==> src/common/ircp_defines.svh <==
// constants for the remote command port: codes, bit positions, sizes
`ifndef IRCP_DEFINES_SVH
`define IRCP_DEFINES_SVH

// bus commands, seven-bit codes and two-bit address group prefixes sent with attention asserted
`define IRCP_CMD_DCL     7'h14
`define IRCP_CMD_SDC     7'h04
`define IRCP_CMD_SPE     7'h18
`define IRCP_CMD_SPD     7'h19
`define IRCP_CMD_UNL     7'h3F
`define IRCP_CMD_UNT     7'h5F
`define IRCP_GRP_LISTEN  2'h1
`define IRCP_GRP_TALK    2'h2

// characters seen by the command parser
`define IRCP_CH_SEMI     7'h3B
`define IRCP_CH_LF       7'h0A
`define IRCP_CH_O        7'h4F
`define IRCP_CH_U        7'h55
`define IRCP_CH_DIGIT_HI 3'h3
`define IRCP_CH_NINE     4'h9
`define IRCP_CH_OU_DIGIT 5'h0C
`define IRCP_CH_UPPER    2'h2

// serial poll status byte and parallel poll line
`define IRCP_STB_READY   4
`define IRCP_STB_ERR     5
`define IRCP_STB_RQS     6
`define IRCP_PP_LINE     0

// output queue: one data byte plus an end flag, eight entries
`define IRCP_FIFO_WIDTH  9
`define IRCP_FIFO_DEPTH  8

`endif

==> src/common/ircp_pkg.sv <==
// types shared by the remote command port
package ircp_pkg;

    typedef enum logic {IRCP_SRQ_MASKED, IRCP_SRQ_ON_DATA} ircp_srq_mode_t;

    typedef enum logic {IRCP_HOLDOFF, IRCP_EARLY} ircp_hs_mode_t;

    typedef enum logic {IRCP_AH_IDLE, IRCP_AH_ACCEPT} ircp_ah_state_t;

    typedef enum logic [1:0] {
        IRCP_SH_IDLE,
        IRCP_SH_READY,
        IRCP_SH_DAV
    } ircp_sh_state_t;

endpackage

==> src/design/ircp_fifo.sv <==
// output queue between instrument results and the bus talker
`timescale 1ns/1ps
`default_nettype none
`include "ircp_defines.svh"

module ircp_fifo #(
    parameter int WIDTH = `IRCP_FIFO_WIDTH,
    parameter int DEPTH = `IRCP_FIFO_DEPTH
) (
    input  wire logic             i_clk,
    input  wire logic             i_rst,
    input  wire logic             i_flush,
    input  wire logic             i_in_valid,
    input  wire logic [WIDTH-1:0] i_in_data,
    output logic                  o_in_ready,
    output logic                  o_out_valid,
    output logic      [WIDTH-1:0] o_out_data,
    input  wire logic             i_out_ready
);
    localparam int AW = $clog2(DEPTH);

    logic [WIDTH-1:0] mem [DEPTH];
    logic [AW-1:0]    wr_ptr;
    logic [AW-1:0]    rd_ptr;
    logic [AW:0]      count;
    logic [AW:0]      next_count;
    logic             push;
    logic             pop;

    assign push        = i_in_valid & o_in_ready;
    assign pop         = o_out_valid & i_out_ready;
    assign o_out_valid = (count != '0);
    assign o_out_data  = mem[rd_ptr];

    always_comb begin
        next_count = count;
        if (i_flush) begin
            next_count = '0;
        end else if (push && !pop) begin
            next_count = count + 1'b1;
        end else if (pop && !push) begin
            next_count = count - 1'b1;
        end
    end

    always_ff @(posedge i_clk) begin
        if (push) begin
            mem[wr_ptr] <= i_in_data;
        end
    end

    always_ff @(posedge i_clk) begin
        if (i_rst || i_flush) begin
            wr_ptr     <= '0;
            rd_ptr     <= '0;
            count      <= '0;
            o_in_ready <= 1'b0;
        end else begin
            if (push) begin
                wr_ptr <= wr_ptr + 1'b1;
            end
            if (pop) begin
                rd_ptr <= rd_ptr + 1'b1;
            end
            count      <= next_count;
            // registered so the instrument side sees a clean ready
            o_in_ready <= (next_count < (AW+1)'(DEPTH));
        end
    end

endmodule // ircp_fifo
`default_nettype wire

==> src/design/ircp_port.sv <==
// remote command port: bus handshakes, addressing, parser, status
`timescale 1ns/1ps
`default_nettype none
`include "ircp_defines.svh"

module ircp_port (
    input  wire logic       i_ref_clk,
    input  wire logic       i_rst,
    input  wire logic [4:0] i_bus_addr,
    input  wire logic [7:0] i_dio_n,
    output logic      [7:0] o_dio_n,
    output logic      [7:0] o_dio_oe,
    input  wire logic       i_dav_n,
    output logic            o_dav_n,
    output logic            o_dav_oe,
    input  wire logic       i_nrfd_n,
    output logic            o_nrfd_n,
    output logic            o_nrfd_oe,
    input  wire logic       i_ndac_n,
    output logic            o_ndac_n,
    output logic            o_ndac_oe,
    input  wire logic       i_eoi_n,
    output logic            o_eoi_n,
    output logic            o_eoi_oe,
    output logic            o_srq_n,
    output logic            o_srq_oe,
    input  wire logic       i_atn_n,
    input  wire logic       i_ifc_n,
    input  wire logic       i_ren_n,
    input  wire logic       i_talk_only,
    input  wire logic       i_output_key,
    input  wire logic       i_res_valid,
    input  wire logic [7:0] i_res_data,
    input  wire logic       i_res_last,
    output logic            o_res_ready,
    input  wire logic       i_cmds_accepted,
    input  wire logic       i_error,
    output logic            o_key_valid,
    output logic      [7:0] o_key_code,
    output logic            o_image_req,
    output logic            o_remote,
    output logic            o_legacy_mode,
    output logic            o_srq_mode,
    output logic            o_holdoff_mode,
    output logic            o_dev_clear,
    output logic            o_talk,
    output logic            o_listen
);
    ircp_pkg::ircp_ah_state_t ah_state;
    ircp_pkg::ircp_ah_state_t next_ah;
    ircp_pkg::ircp_sh_state_t sh_state;
    ircp_pkg::ircp_srq_mode_t srq_mode;
    ircp_pkg::ircp_hs_mode_t  hs_mode;

    logic       pin_low;
    logic       atn;
    logic       ifc;
    logic       ah_on;
    logic       take;
    logic       listen;
    logic       talk;
    logic       spoll;
    logic       hold;
    logic       rx_strobe;
    logic       rx_atn;
    logic [6:0] rx_byte;
    logic       rx_cmd;
    logic       rx_data;
    logic       clr;
    logic [6:0] c0;
    logic [6:0] c1;
    logic [6:0] c2;
    logic [1:0] cnt;
    logic       legacy;
    logic       err;
    logic       srq;
    logic       ready;
    logic       talk_en;
    logic       spoll_sel;
    logic       pp;
    logic       fifo_valid;
    logic [8:0] fifo_data;
    logic       fifo_pop;
    logic [7:0] stb;

    assign atn       = ~i_atn_n;
    assign ifc       = ~i_ifc_n;
    assign ah_on     = atn | listen;
    assign take      = (ah_state == ircp_pkg::IRCP_AH_IDLE) && ah_on
                       && !hold && !i_dav_n;
    assign rx_cmd    = rx_strobe && rx_atn;
    assign rx_data   = rx_strobe && !rx_atn && listen;
    assign clr       = rx_cmd && (rx_byte == `IRCP_CMD_DCL
                       || (rx_byte == `IRCP_CMD_SDC && listen));
    assign talk_en   = (talk | i_talk_only) & ~atn;
    assign spoll_sel = spoll & talk;
    assign pp        = atn & ~i_eoi_n;
    assign fifo_pop  = (sh_state == ircp_pkg::IRCP_SH_DAV) && talk_en
                       && i_ndac_n && !spoll_sel;

    always_comb begin
        stb                 = 8'h00;
        stb[`IRCP_STB_RQS]   = srq;
        stb[`IRCP_STB_ERR]   = err;
        stb[`IRCP_STB_READY] = ready;
    end

    ////////////////////////////////////////////////////////////////////
    // output queue
    ircp_fifo #(
        .WIDTH (`IRCP_FIFO_WIDTH),
        .DEPTH (`IRCP_FIFO_DEPTH)
    ) u_queue (
        .i_clk       (i_ref_clk),
        .i_rst       (i_rst),
        .i_flush     (clr),
        .i_in_valid  (i_res_valid),
        .i_in_data   ({i_res_last, i_res_data}),
        .o_in_ready  (o_res_ready),
        .o_out_valid (fifo_valid),
        .o_out_data  (fifo_data),
        .i_out_ready (fifo_pop)
    );

    ////////////////////////////////////////////////////////////////////
    // acceptor handshake
    always_comb begin
        next_ah = ah_state;
        unique case (ah_state)
            ircp_pkg::IRCP_AH_IDLE:   if (take) begin
                next_ah = ircp_pkg::IRCP_AH_ACCEPT;
            end
            ircp_pkg::IRCP_AH_ACCEPT: if (i_dav_n) begin
                next_ah = ircp_pkg::IRCP_AH_IDLE;
            end
        endcase
    end

    always_ff @(posedge i_ref_clk) begin
        if (i_rst || ifc) begin
            ah_state  <= ircp_pkg::IRCP_AH_IDLE;
            o_nrfd_oe <= 1'b0;
            o_ndac_oe <= 1'b0;
            rx_strobe <= 1'b0;
            rx_atn    <= 1'b0;
            rx_byte   <= 7'h00;
        end else begin
            ah_state  <= next_ah;
            // not ready while holding or while a byte is in flight
            o_nrfd_oe <= ah_on && (hold || !i_dav_n
                         || next_ah == ircp_pkg::IRCP_AH_ACCEPT);
            o_ndac_oe <= ah_on && (next_ah != ircp_pkg::IRCP_AH_ACCEPT);
            rx_strobe <= take;
            if (take) begin
                rx_atn  <= atn;
                rx_byte <= ~i_dio_n[6:0];
            end
        end
    end

    always_ff @(posedge i_ref_clk) begin
        if (i_rst) begin
            hold <= 1'b0;
        end else if (take && !atn && listen
                     && ~i_dio_n[6:0] == `IRCP_CH_LF
                     && hs_mode == ircp_pkg::IRCP_HOLDOFF) begin
            hold <= 1'b1;
        end else if (i_cmds_accepted || ifc || clr) begin
            hold <= 1'b0;
        end
    end

    ////////////////////////////////////////////////////////////////////
    // addressing and bus commands
    always_ff @(posedge i_ref_clk) begin
        if (i_rst || ifc) begin
            listen <= 1'b0;
            talk   <= 1'b0;
            spoll  <= 1'b0;
        end else if (rx_cmd) begin
            if (rx_byte == {`IRCP_GRP_LISTEN, i_bus_addr}) begin
                listen <= 1'b1;
            end else if (rx_byte == `IRCP_CMD_UNL) begin
                listen <= 1'b0;
            end
            // another talk address unaddresses this one
            if (rx_byte[6:5] == `IRCP_GRP_TALK) begin
                talk <= (rx_byte[4:0] == i_bus_addr);
                // own talk address ends listening, no self echo
                if (rx_byte[4:0] == i_bus_addr) begin
                    listen <= 1'b0;
                end
            end
            if (rx_byte == `IRCP_CMD_SPE) begin
                spoll <= 1'b1;
            end else if (rx_byte == `IRCP_CMD_SPD) begin
                spoll <= 1'b0;
            end
        end
    end

    ////////////////////////////////////////////////////////////////////
    // command parser and keystroke output
    always_ff @(posedge i_ref_clk) begin
        if (i_rst) begin
            c0       <= 7'h00;
            c1       <= 7'h00;
            c2       <= 7'h00;
            cnt      <= 2'h0;
            legacy   <= 1'b0;
            srq_mode <= ircp_pkg::IRCP_SRQ_MASKED;
            hs_mode  <= ircp_pkg::IRCP_HOLDOFF;
        end else if (clr && rx_byte == `IRCP_CMD_SDC) begin
            legacy <= 1'b0;
            cnt    <= 2'h0;
        end else if (rx_data) begin
            if (rx_byte == `IRCP_CH_SEMI) begin
                cnt    <= 2'h0;
                legacy <= 1'b0;
                if (cnt == 2'h3 && c2 == `IRCP_CH_O && c1 == `IRCP_CH_U
                    && c0[6:2] == `IRCP_CH_OU_DIGIT) begin
                    unique case (c0[1:0])
                        2'h0: srq_mode <= ircp_pkg::IRCP_SRQ_MASKED;
                        2'h1: srq_mode <= ircp_pkg::IRCP_SRQ_ON_DATA;
                        2'h2: hs_mode  <= ircp_pkg::IRCP_HOLDOFF;
                        2'h3: hs_mode  <= ircp_pkg::IRCP_EARLY;
                    endcase
                end
            end else begin
                // letter then digit with no semicolon after it
                if (cnt == 2'h2 && c1[6:5] == `IRCP_CH_UPPER
                    && c0[6:4] == `IRCP_CH_DIGIT_HI
                    && c0[3:0] <= `IRCP_CH_NINE) begin
                    legacy <= 1'b1;
                end
                c2  <= c1;
                c1  <= c0;
                c0  <= rx_byte;
                cnt <= (rx_byte == `IRCP_CH_LF) ? 2'h0
                       : (cnt == 2'h3) ? cnt : cnt + 2'h1;
            end
        end
    end

    always_ff @(posedge i_ref_clk) begin
        if (i_rst) begin
            o_key_valid <= 1'b0;
            o_key_code  <= 8'h00;
        end else begin
            o_key_valid <= rx_data;
            if (rx_data) begin
                o_key_code <= {1'b0, rx_byte};
            end
        end
    end

    ////////////////////////////////////////////////////////////////////
    // status, service request and device clear
    always_ff @(posedge i_ref_clk) begin
        if (i_rst || clr) begin
            err   <= 1'b0;
            ready <= 1'b0;
            srq   <= 1'b0;
        end else begin
            if (i_error) begin
                err <= 1'b1;
            end
            ready <= fifo_valid;
            if (srq_mode == ircp_pkg::IRCP_SRQ_MASKED) begin
                srq <= 1'b0;
            end else if (fifo_valid) begin
                srq <= 1'b1;
            end else if (!err) begin
                srq <= 1'b0;
            end
        end
    end

    always_ff @(posedge i_ref_clk) begin
        if (i_rst) begin
            pin_low        <= 1'b0;
            o_srq_oe       <= 1'b0;
            o_dev_clear    <= 1'b0;
            o_image_req    <= 1'b0;
            o_remote       <= 1'b0;
            o_legacy_mode  <= 1'b0;
            o_srq_mode     <= 1'b0;
            o_holdoff_mode <= 1'b1;
            o_talk         <= 1'b0;
            o_listen       <= 1'b0;
        end else begin
            pin_low        <= 1'b0;
            o_srq_oe       <= srq;
            o_dev_clear    <= clr;
            o_image_req    <= i_output_key & i_talk_only;
            o_remote       <= ~i_ren_n;
            o_legacy_mode  <= legacy;
            o_srq_mode     <= (srq_mode == ircp_pkg::IRCP_SRQ_ON_DATA);
            o_holdoff_mode <= (hs_mode == ircp_pkg::IRCP_HOLDOFF);
            o_talk         <= talk;
            o_listen       <= listen;
        end
    end

    assign o_nrfd_n = pin_low;
    assign o_ndac_n = pin_low;
    assign o_srq_n  = pin_low;

    ////////////////////////////////////////////////////////////////////
    // source handshake, data lines and end line
    always_ff @(posedge i_ref_clk) begin
        if (i_rst || ifc || !talk_en) begin
            sh_state <= ircp_pkg::IRCP_SH_IDLE;
            o_dav_oe <= 1'b0;
        end else begin
            unique case (sh_state)
                ircp_pkg::IRCP_SH_IDLE: if (spoll_sel || fifo_valid) begin
                    sh_state <= ircp_pkg::IRCP_SH_READY;
                end
                ircp_pkg::IRCP_SH_READY: if (i_nrfd_n) begin
                    sh_state <= ircp_pkg::IRCP_SH_DAV;
                    o_dav_oe <= 1'b1;
                end
                ircp_pkg::IRCP_SH_DAV: if (i_ndac_n) begin
                    sh_state <= ircp_pkg::IRCP_SH_IDLE;
                    o_dav_oe <= 1'b0;
                end
                default: sh_state <= ircp_pkg::IRCP_SH_IDLE;
            endcase
        end
    end

    always_ff @(posedge i_ref_clk) begin
        if (i_rst || ifc) begin
            o_dio_n  <= 8'hFF;
            o_dio_oe <= 8'h00;
            o_eoi_oe <= 1'b0;
        end else if (pp) begin
            o_dio_n  <= 8'h00;
            o_dio_oe <= srq ? (8'h01 << `IRCP_PP_LINE) : 8'h00;
            o_eoi_oe <= 1'b0;
        end else if (!talk_en) begin
            o_dio_oe <= 8'h00;
            o_eoi_oe <= 1'b0;
        end else if (fifo_pop) begin
            // end line dropped with the byte, or it reads as a poll
            o_eoi_oe <= 1'b0;
        end else if (sh_state == ircp_pkg::IRCP_SH_IDLE
                     && (spoll_sel || fifo_valid)) begin
            o_dio_n  <= spoll_sel ? ~stb : ~fifo_data[7:0];
            o_dio_oe <= 8'hFF;
            o_eoi_oe <= !spoll_sel && fifo_data[8];
        end
    end

    assign o_dav_n = pin_low;
    assign o_eoi_n = pin_low;
endmodule // ircp_port
`default_nettype wire

==> config.mk <==
export PLATFORM = sky130hd
export DESIGN_NAME = ircp_port
export DESIGN_NICKNAME = d
export VERILOG_FILES = /design/src/common/ircp_pkg.sv /design/src/design/ircp_fifo.sv /design/src/design/ircp_port.sv
export VERILOG_INCLUDE_DIRS = /design/src /design/src/common
export SDC_FILE = /design/constraint.sdc
export NUM_CORES = 1
export LEC_CHECK = 0
export ABC_AREA = 0
export BUFFER_PORTS_ARGS = -buffer_cell sky130_fd_sc_hd__buf_2
export CAP_MARGIN = 25
export CORE_ASPECT_RATIO = 1.5
export CORE_MARGIN = 2
export CORE_UTILIZATION = 25
export DETAILED_ROUTE_END_ITERATION = 10
export PLACE_DENSITY_LB_ADDON = 0.05
export RECOVER_POWER = 50
export SETUP_SLACK_MARGIN = 0.5
export SYNTH_ARGS = -nofsm -noshare
export SYNTH_HDL_FRONTEND = slang
export SYNTH_SLANG_ARGS = --single-unit
export TNS_END_PERCENT = 50
==> constraint.sdc <==
create_clock -name i_ref_clk -period 1.8 [get_ports i_ref_clk]
set_input_delay 0.18 -clock i_ref_clk [delete_from_list [all_inputs] [get_ports i_ref_clk]]
set_output_delay 0.18 -clock i_ref_clk [all_outputs]
set_load 0.01 [all_outputs]
==> results.cfg, run 1 <==
[clocking]
htreeDepth = 4
cts_num_sinks = 162
clock_path_buffers = 2
clk_pin_slew_ns = 0.07
insertion_delay_ns = 0.44
cts_root_buf = clkbuf_16
cts_made_buffers = 17
cts_tree = built

[synthesis]
synthTopCellsByArea = edfxtp_1, dfxtp_1, mux2i_1
synth_top_area_share_pct = 32.82
syn_area_sq_um = 6588
synth-seq-cells = 162
yosysWarnings = 0
synth_seq_area_share_pct = 60.17
synth_commonest_cells = dfxtp_1, nand2_1, edfxtp_1, a21oi_1, nor2_1
synthCells = 584
synth-edff-count = 72
yosysUniqueCellTypes = 62
async_reset_ff_share_pct = 0
synth_most_common_cell = dfxtp_1
ys.flop_type = dfxtp_1
yosysTopAreaCell = edfxtp_1
avgSynthCellArea_sq_um = 11.28

[detailed_routing]
vias = 5021
totalWireLength_microns = 20080
routedWlPerCell_microns = 18.30
first_pass_iters = 4
drt-vias-per-instance = 4.577
drc = 0
drt.antenna.violating_nets = 0
first_iter_violations = 187

[worst_setup_path]
path_cells = inv_2 > ha_4 > or3b_4 > nand4_1 > ha_2 > and4_1 > a21oi_1 > xnor2_1 > nor2b_1
critical_path_buf_inv_count = 1
crit_path_max_fanout = 4
crit_path_end_kind = flop
critical-path-max-stage-delay_ns = 0.37
path_class = flop to flop
crit_path_top_delay_cell = or3b_4
worstPathRequired_ns = 2.17
worstSetupStartpointType = flop
crit_arrival_ns = 2.28
critPathTopFamily = simple AND/OR/NAND/NOR gates

[cells_and_area]
design_area_sq_um = 9607
synthToLayoutAreaGrowth_pct = 45.83
drive_gt1_share_pct = 38.09
register_area_sq_um = 3995
fillers = 2570
fin_nets = 796
multi_input_area_sq_um = 3073
diodes = 0
final_cells = 1097

[global_route]
track_usage_pct = 14.69
grt_pass1_wl_microns = 29480
grt_max_degree = 29
grt_pass1_vias = 5117
gr-total-overflow = 0
antenna_found_initial = 0

[run_status]
status = complete, but fails checks
violations = setup timing

[die]
coreArea_sq_um = 25850
die_w_microns = 136.5
start_util_pct = 25.48
io_pins = 80
die_y_microns = 202.8
rows = 72
die-area_sq_um = 27690

[placed_design]
placed_area_sq_um = 7742
dp_hpwl_microns = 13650
portBuffers = 72
place_congestion = 0.7358
dp_cells = 1008

[sta]
final.setup.worst_slack_ns = -0.1116
setup_viol = 13
fmax_ghz = 0.5231
hold_violations = 0
skew_ns = 0.01814
fin_crit_sh_pct = 106.2
period_needed_ns = 1.912
worst_pin_slew_ns = 0.7437
drv_slew = 0
relSlewSlack_pct = 50.24
rsz0062_at_grt = yes
timing.hold.ws_ns = 0.01450

[power_and_ir_drop]
power.density_nw_per_um2 = 837.1
vdd_drop_max_v = 0.0006614
p_leak_nw = 3.240

[min_path]
hp-class = primary input to flop

[job]
max_cap_viol_count = 0
-- routing by layer --
| layer | GRT usage (%) | vias up | routed length, microns |
|---|---|---|---|
| li1 | - | 2436 | - |
| met1 | 14.85 | 2462 | 7496 |
| met2 | 27.25 | 85 | 11250 |
| met3 | 3.196 | 38 | 570 |
| met4 | 8.222 | 0 | 756 |
| met5 | 0 | - | 0 |
-- final timing paths --
path,startpoint,end,slack (ns),depth (start not counted)
setup / recovery,u_queue.count[1],u_queue.count[3],-0.11,9
hold / removal,i_talk_only,o_image_req,0.01,2
setup reg to reg,u_queue.count[1],u_queue.count[3],-0.11,9
hold reg to reg,hs_mode,o_holdoff_mode,0.44,1
-- kinds of logic (layout without fill, tap and decap cells) --
| kind of cell | count (synthesis) | count (layout) | share of synthesized area (%) |
|---|---|---|---|
| fa+ha+maj | 9 | 9 | 1.709 |
| flops | 162 | 162 | 60.17 |
| other cells | 1 | 6 | 0.05693 |
| buf+inv | 49 | 224 | 4.045 |
| simple gates | 202 | 202 | 15.27 |
| compound gates | 113 | 113 | 11.62 |
| xor+xnor | 9 | 9 | 1.197 |
| mux | 39 | 39 | 5.926 |
-- state kept, by name, indices dropped and copies added, names as in the netlist, 4 cells and up, named ones only --
signal         count
c0                 7
o_dio_n            8
c2                 7
u_queue.mem       72
rx_byte            7
c1                 7
o_key_code         7
u_queue.count      4
-- timing repair --
action                                  in CTS  in global routing
endpoints found under the setup margin     139                138
hold buffers                                15                  0
gates resized for setup                    133                 78
endpoints found under the hold margin       35                  0
pin swaps                                   79                 36
cloned                                       4                  3
setup buffers                               23                 12
-- per-stage QoR --
step           utilization, %  TNS [ns]  setup WS, ns  power (mW)
2_1_floorplan               -   -0.2442      -0.09051       4.189
3_3_place_gp            29.95   -0.6726       -0.1092       4.365
3_5_place_dp            29.95   -0.7774       -0.1213       4.370
4_1_cts                 35.84   -0.5053       -0.1141       8.119
5_1_grt                 37.16    -2.430       -0.2484       8.339
6_report                37.16   -0.5655       -0.1116       8.042
-- cell type report --
| type | instances | area share, % |
|---|---|---|
| inverter | 9 | 0.4298 |
| multi-input combinational | 378 | 31.99 |
| timing repair buffer | 183 | 15.58 |
| sequential | 162 | 41.59 |
| clock inverter | 15 | 1.654 |
| clock buffer | 17 | 4.428 |
| tap | 333 | 4.337 |
-- cells in the final DEF (no fill, tap or decap), types with 4 or more instances in the layout --
cell type,n
nand3_1,10
edfxtp_1,72
a211o_1,5
dfxtp_1,71
nor3_1,8
buf_6,28
dlygate4sd3_1,15
buf_12,10
a211oi_1,7
conb_1,6
xor2_1,5
ha_1,5
nand4_1,4
a22oi_1,15
nand3b_1,5
clkbuf_1,48
buf_4,47
a31oi_1,8
a21oi_1,15
nor2_1,36
o21ai_0,6
a211oi_2,5
inv_1,5
nand2_4,26
buf_2,27
a21oi_2,30
nor2_4,5
dfxtp_2,16
nor2b_1,10
nand2_1,45
clkbuf_16,18
clkinv_4,4
nor3_4,6
mux2i_1,39
buf_16,4
-- worst reg2reg max path: cells and delay by family (launching register included) --
family,cells,cell delay (ns)
AND/OR/NAND/NOR,4,0.87
adder cells (fa/ha/maj),2,0.37
flip-flops,1,0.32
XOR/XNOR,1,0.18
buffers and inverters,1,0.07
AO/OA/AOI/OAI,1,0.05
-- power by group --
| part | leakage, nW | internal [mW] | switching (mW) |
|---|---|---|---|
| clock network | 0.280 | 2.06 | 1.57 |
| logic | 1.57 | 0.222 | 0.275 |
| registers | 1.39 | 3.88 | 0.0359 |
(Power assumes the default switching activity.)
==> inputs of run 2 (changes only) <==
==> constraint.sdc (replaced) <==
create_clock -name i_ref_clk -period 1.75 [get_ports i_ref_clk]
set_input_delay 0.175 -clock i_ref_clk [delete_from_list [all_inputs] [get_ports i_ref_clk]]
set_output_delay 0.175 -clock i_ref_clk [all_outputs]
set_load 0.01 [all_outputs]
==> run 2 against run 1 <==
The run still ends with setup timing left; total power increased by 1.5%; sequential share of layout area down 1.1 points; via count increased by 2.6%; die area is the same; clock skew decreased by 0.010 ns; sequential cell count unchanged; setup slack got worse by 0.093 ns; critical path depth did not move; final area rose by 3.3%; combinational power up 7.8%.
==> results.cfg, run 2 (synthesis results as in run 1) <==
[placed_design]
place_congestion = 0.7548
dp_cells = 1018
placed_area_sq_um = 7830
portBuffers = 72
dp_hpwl_microns = 13690

[detailed_routing]
vias = 5150
first_iter_violations = 135
drt-vias-per-instance = 4.631
drt.antenna.violating_nets = 0
drc = 0
totalWireLength_microns = 20580
first_pass_iters = 4
routedWlPerCell_microns = 18.50

[worst_setup_path]
path_common_cell = ha_4
r2r-start = u_queue.count[1]
worstSetupStartpointType = flop
r2r-end = u_queue.count[3]
path_class = flop to flop
crit_path_max_fanout = 5
crit_arrival_ns = 2.32
critical-path-max-stage-delay_ns = 0.37
r2r_cells = 9
reg2reg_slack_ns = -0.21
crit_path_top_delay_cell = or3b_4
path_cells = inv_2 > ha_4 > or3b_4 > nand4_1 > ha_4 > and4_1 > a21oi_2 > xnor2_1 > nor2b_1
worstPathRequired_ns = 2.12
crit_path_end_kind = flop

[sta]
relSlewSlack_pct = 42.41
worst_pin_slew_ns = 0.8638
skew_ns = 0.007724
rsz0062_at_grt = yes
setup_tns_ns = -2.402
hold_violations = 0
fin_crit_sh_pct = 111.7
drv_slew = 0
setup_viol = 19
period_needed_ns = 1.955
fmax_ghz = 0.5115
final.setup.worst_slack_ns = -0.2051

[clocking]
clock_path_buffers = 2
insertion_delay_ns = 0.43
cts_tree = built
clk_pin_slew_ns = 0.07
cts_num_sinks = 162
cts_root_buf = clkbuf_16
cts_made_buffers = 17
htreeDepth = 4

[power_and_ir_drop]
p_leak_nw = 3.704
power_mw = 8.161
vdd_drop_max_v = 0.0006626
power.density_nw_per_um2 = 822.3

[cells_and_area]
fillers = 2515
reg_top3 = u_queue.mem: 72 flops, o_dio_n: 8 flops
multi_input_area_sq_um = 3177
utilization_pct = 38.39
top_register = u_queue.mem
synthToLayoutAreaGrowth_pct = 50.66
fin_nets = 811
design_area_sq_um = 9925
final_common_cell = edfxtp_1
layout_common_cells = edfxtp_1, dfxtp_1, buf_2
register_area_sq_um = 4018
largest_reg_flops = 72
drive_gt1_share_pct = 46.85
final_cells = 1112
diodes = 0

[min_path]
min_to = o_listen
min_from = i_rst
min_path_cells = 2
hp-class = primary input to flop

[job]
max_cap_viol_count = 0

[global_route]
track_usage_pct = 15.22
met2_usage_pct = 29.75
grt_max_degree = 31
met3_usage_pct = 3.121
grt_pass1_vias = 5302
gr-max-usage-layer = met2
gr-total-overflow = 0
antenna_found_initial = 0
grt.met1_usage_pct = 15.46
grt_pass1_wl_microns = 30940

[die]
io_pins = 80
start_util_pct = 25.48
die-area_sq_um = 27690
coreArea_sq_um = 25850
die_y_microns = 202.8
die_w_microns = 136.5
rows = 72

[run_status]
status = complete, but fails checks
violations = setup timing
## run 2: changes by cell type in the layout (fill, tap and decap cells not counted), sizes merged
| cell | change |
|---|---|
| buf | +48 |
| inv | +1 |
| clkinvlp | +3 |
| clkbuf | -38 |
| dlygate4sd3 | +6 |
| bufinv | -1 |
| clkinv | -4 |
## run 2: through the flow
stage	hold WS, ns	worst slack [ns]
2_1_floorplan	0.2417	-0.1405
3_3_place_gp	0.3275	-0.1816
3_5_place_dp	0.3278	-0.2153
4_1_cts	0.004384	-0.2169
5_1_grt	0.04600	-0.2937
6_report	0.03154	-0.2051
## run 2: layer usage
layer | vias up | share of wire, %
met5 | - | 0
met4 | 0 | 2.0
met3 | 21 | 2.7
met2 | 95 | 59
met1 | 2568 | 36
li1 | 2466 | -
## run 2: worst max-delay path by stage
| stage | start | to | slack [ns] | depth (start not counted) |
|---|---|---|---|---|
| floorplan | u_queue.count[1] | u_queue.count[3] | -0.14 | 9 |
| global placement | u_queue.count[1] | u_queue.count[3] | -0.18 | 9 |
| detailed placement | u_queue.count[1] | u_queue.count[3] | -0.22 | 9 |
| CTS | u_queue.count[1] | u_queue.count[3] | -0.22 | 9 |
| global route | u_queue.count[1] | u_queue.count[3] | -0.29 | 9 |
| finish | u_queue.count[1] | u_queue.count[3] | -0.21 | 9 |
## run 2: worst max-delay path: cells and delay by family, from the launching register on
| family | cells | cell delay, ns |
|---|---|---|
| simple gates | 4 | 0.92 |
| flops | 1 | 0.32 |
| compound gates | 1 | 0.04 |
| xor+xnor | 1 | 0.18 |
| fa+ha+maj | 2 | 0.34 |
| buf+inv | 1 | 0.07 |
## run 2: what timing repair did
action	4_1_cts	5_1_grt
cloned	7	1
buffers inserted	24	9
hold buffers	21	0
gates resized for setup	126	114
pin swaps	45	58
hold endpoints to repair	61	0
endpoints found under the setup margin	148	153
## run 2: power by group
group          internal [mW]  switching (mW)  total (mW)
logic                  0.251           0.285       0.536
clock network           1.98            1.62        3.60
registers               3.98          0.0439        4.03
total                   6.21            1.95        8.16
## run 2: layout make-up
class | count | share of cell area [%]
clock inverter | 14 | 1.311
clock buffer | 18 | 4.324
timing repair buffer | 198 | 17.21
sequential | 162 | 40.48
inverter | 9 | 0.4665
tap | 333 | 4.198
multi-input combinational | 378 | 32.01
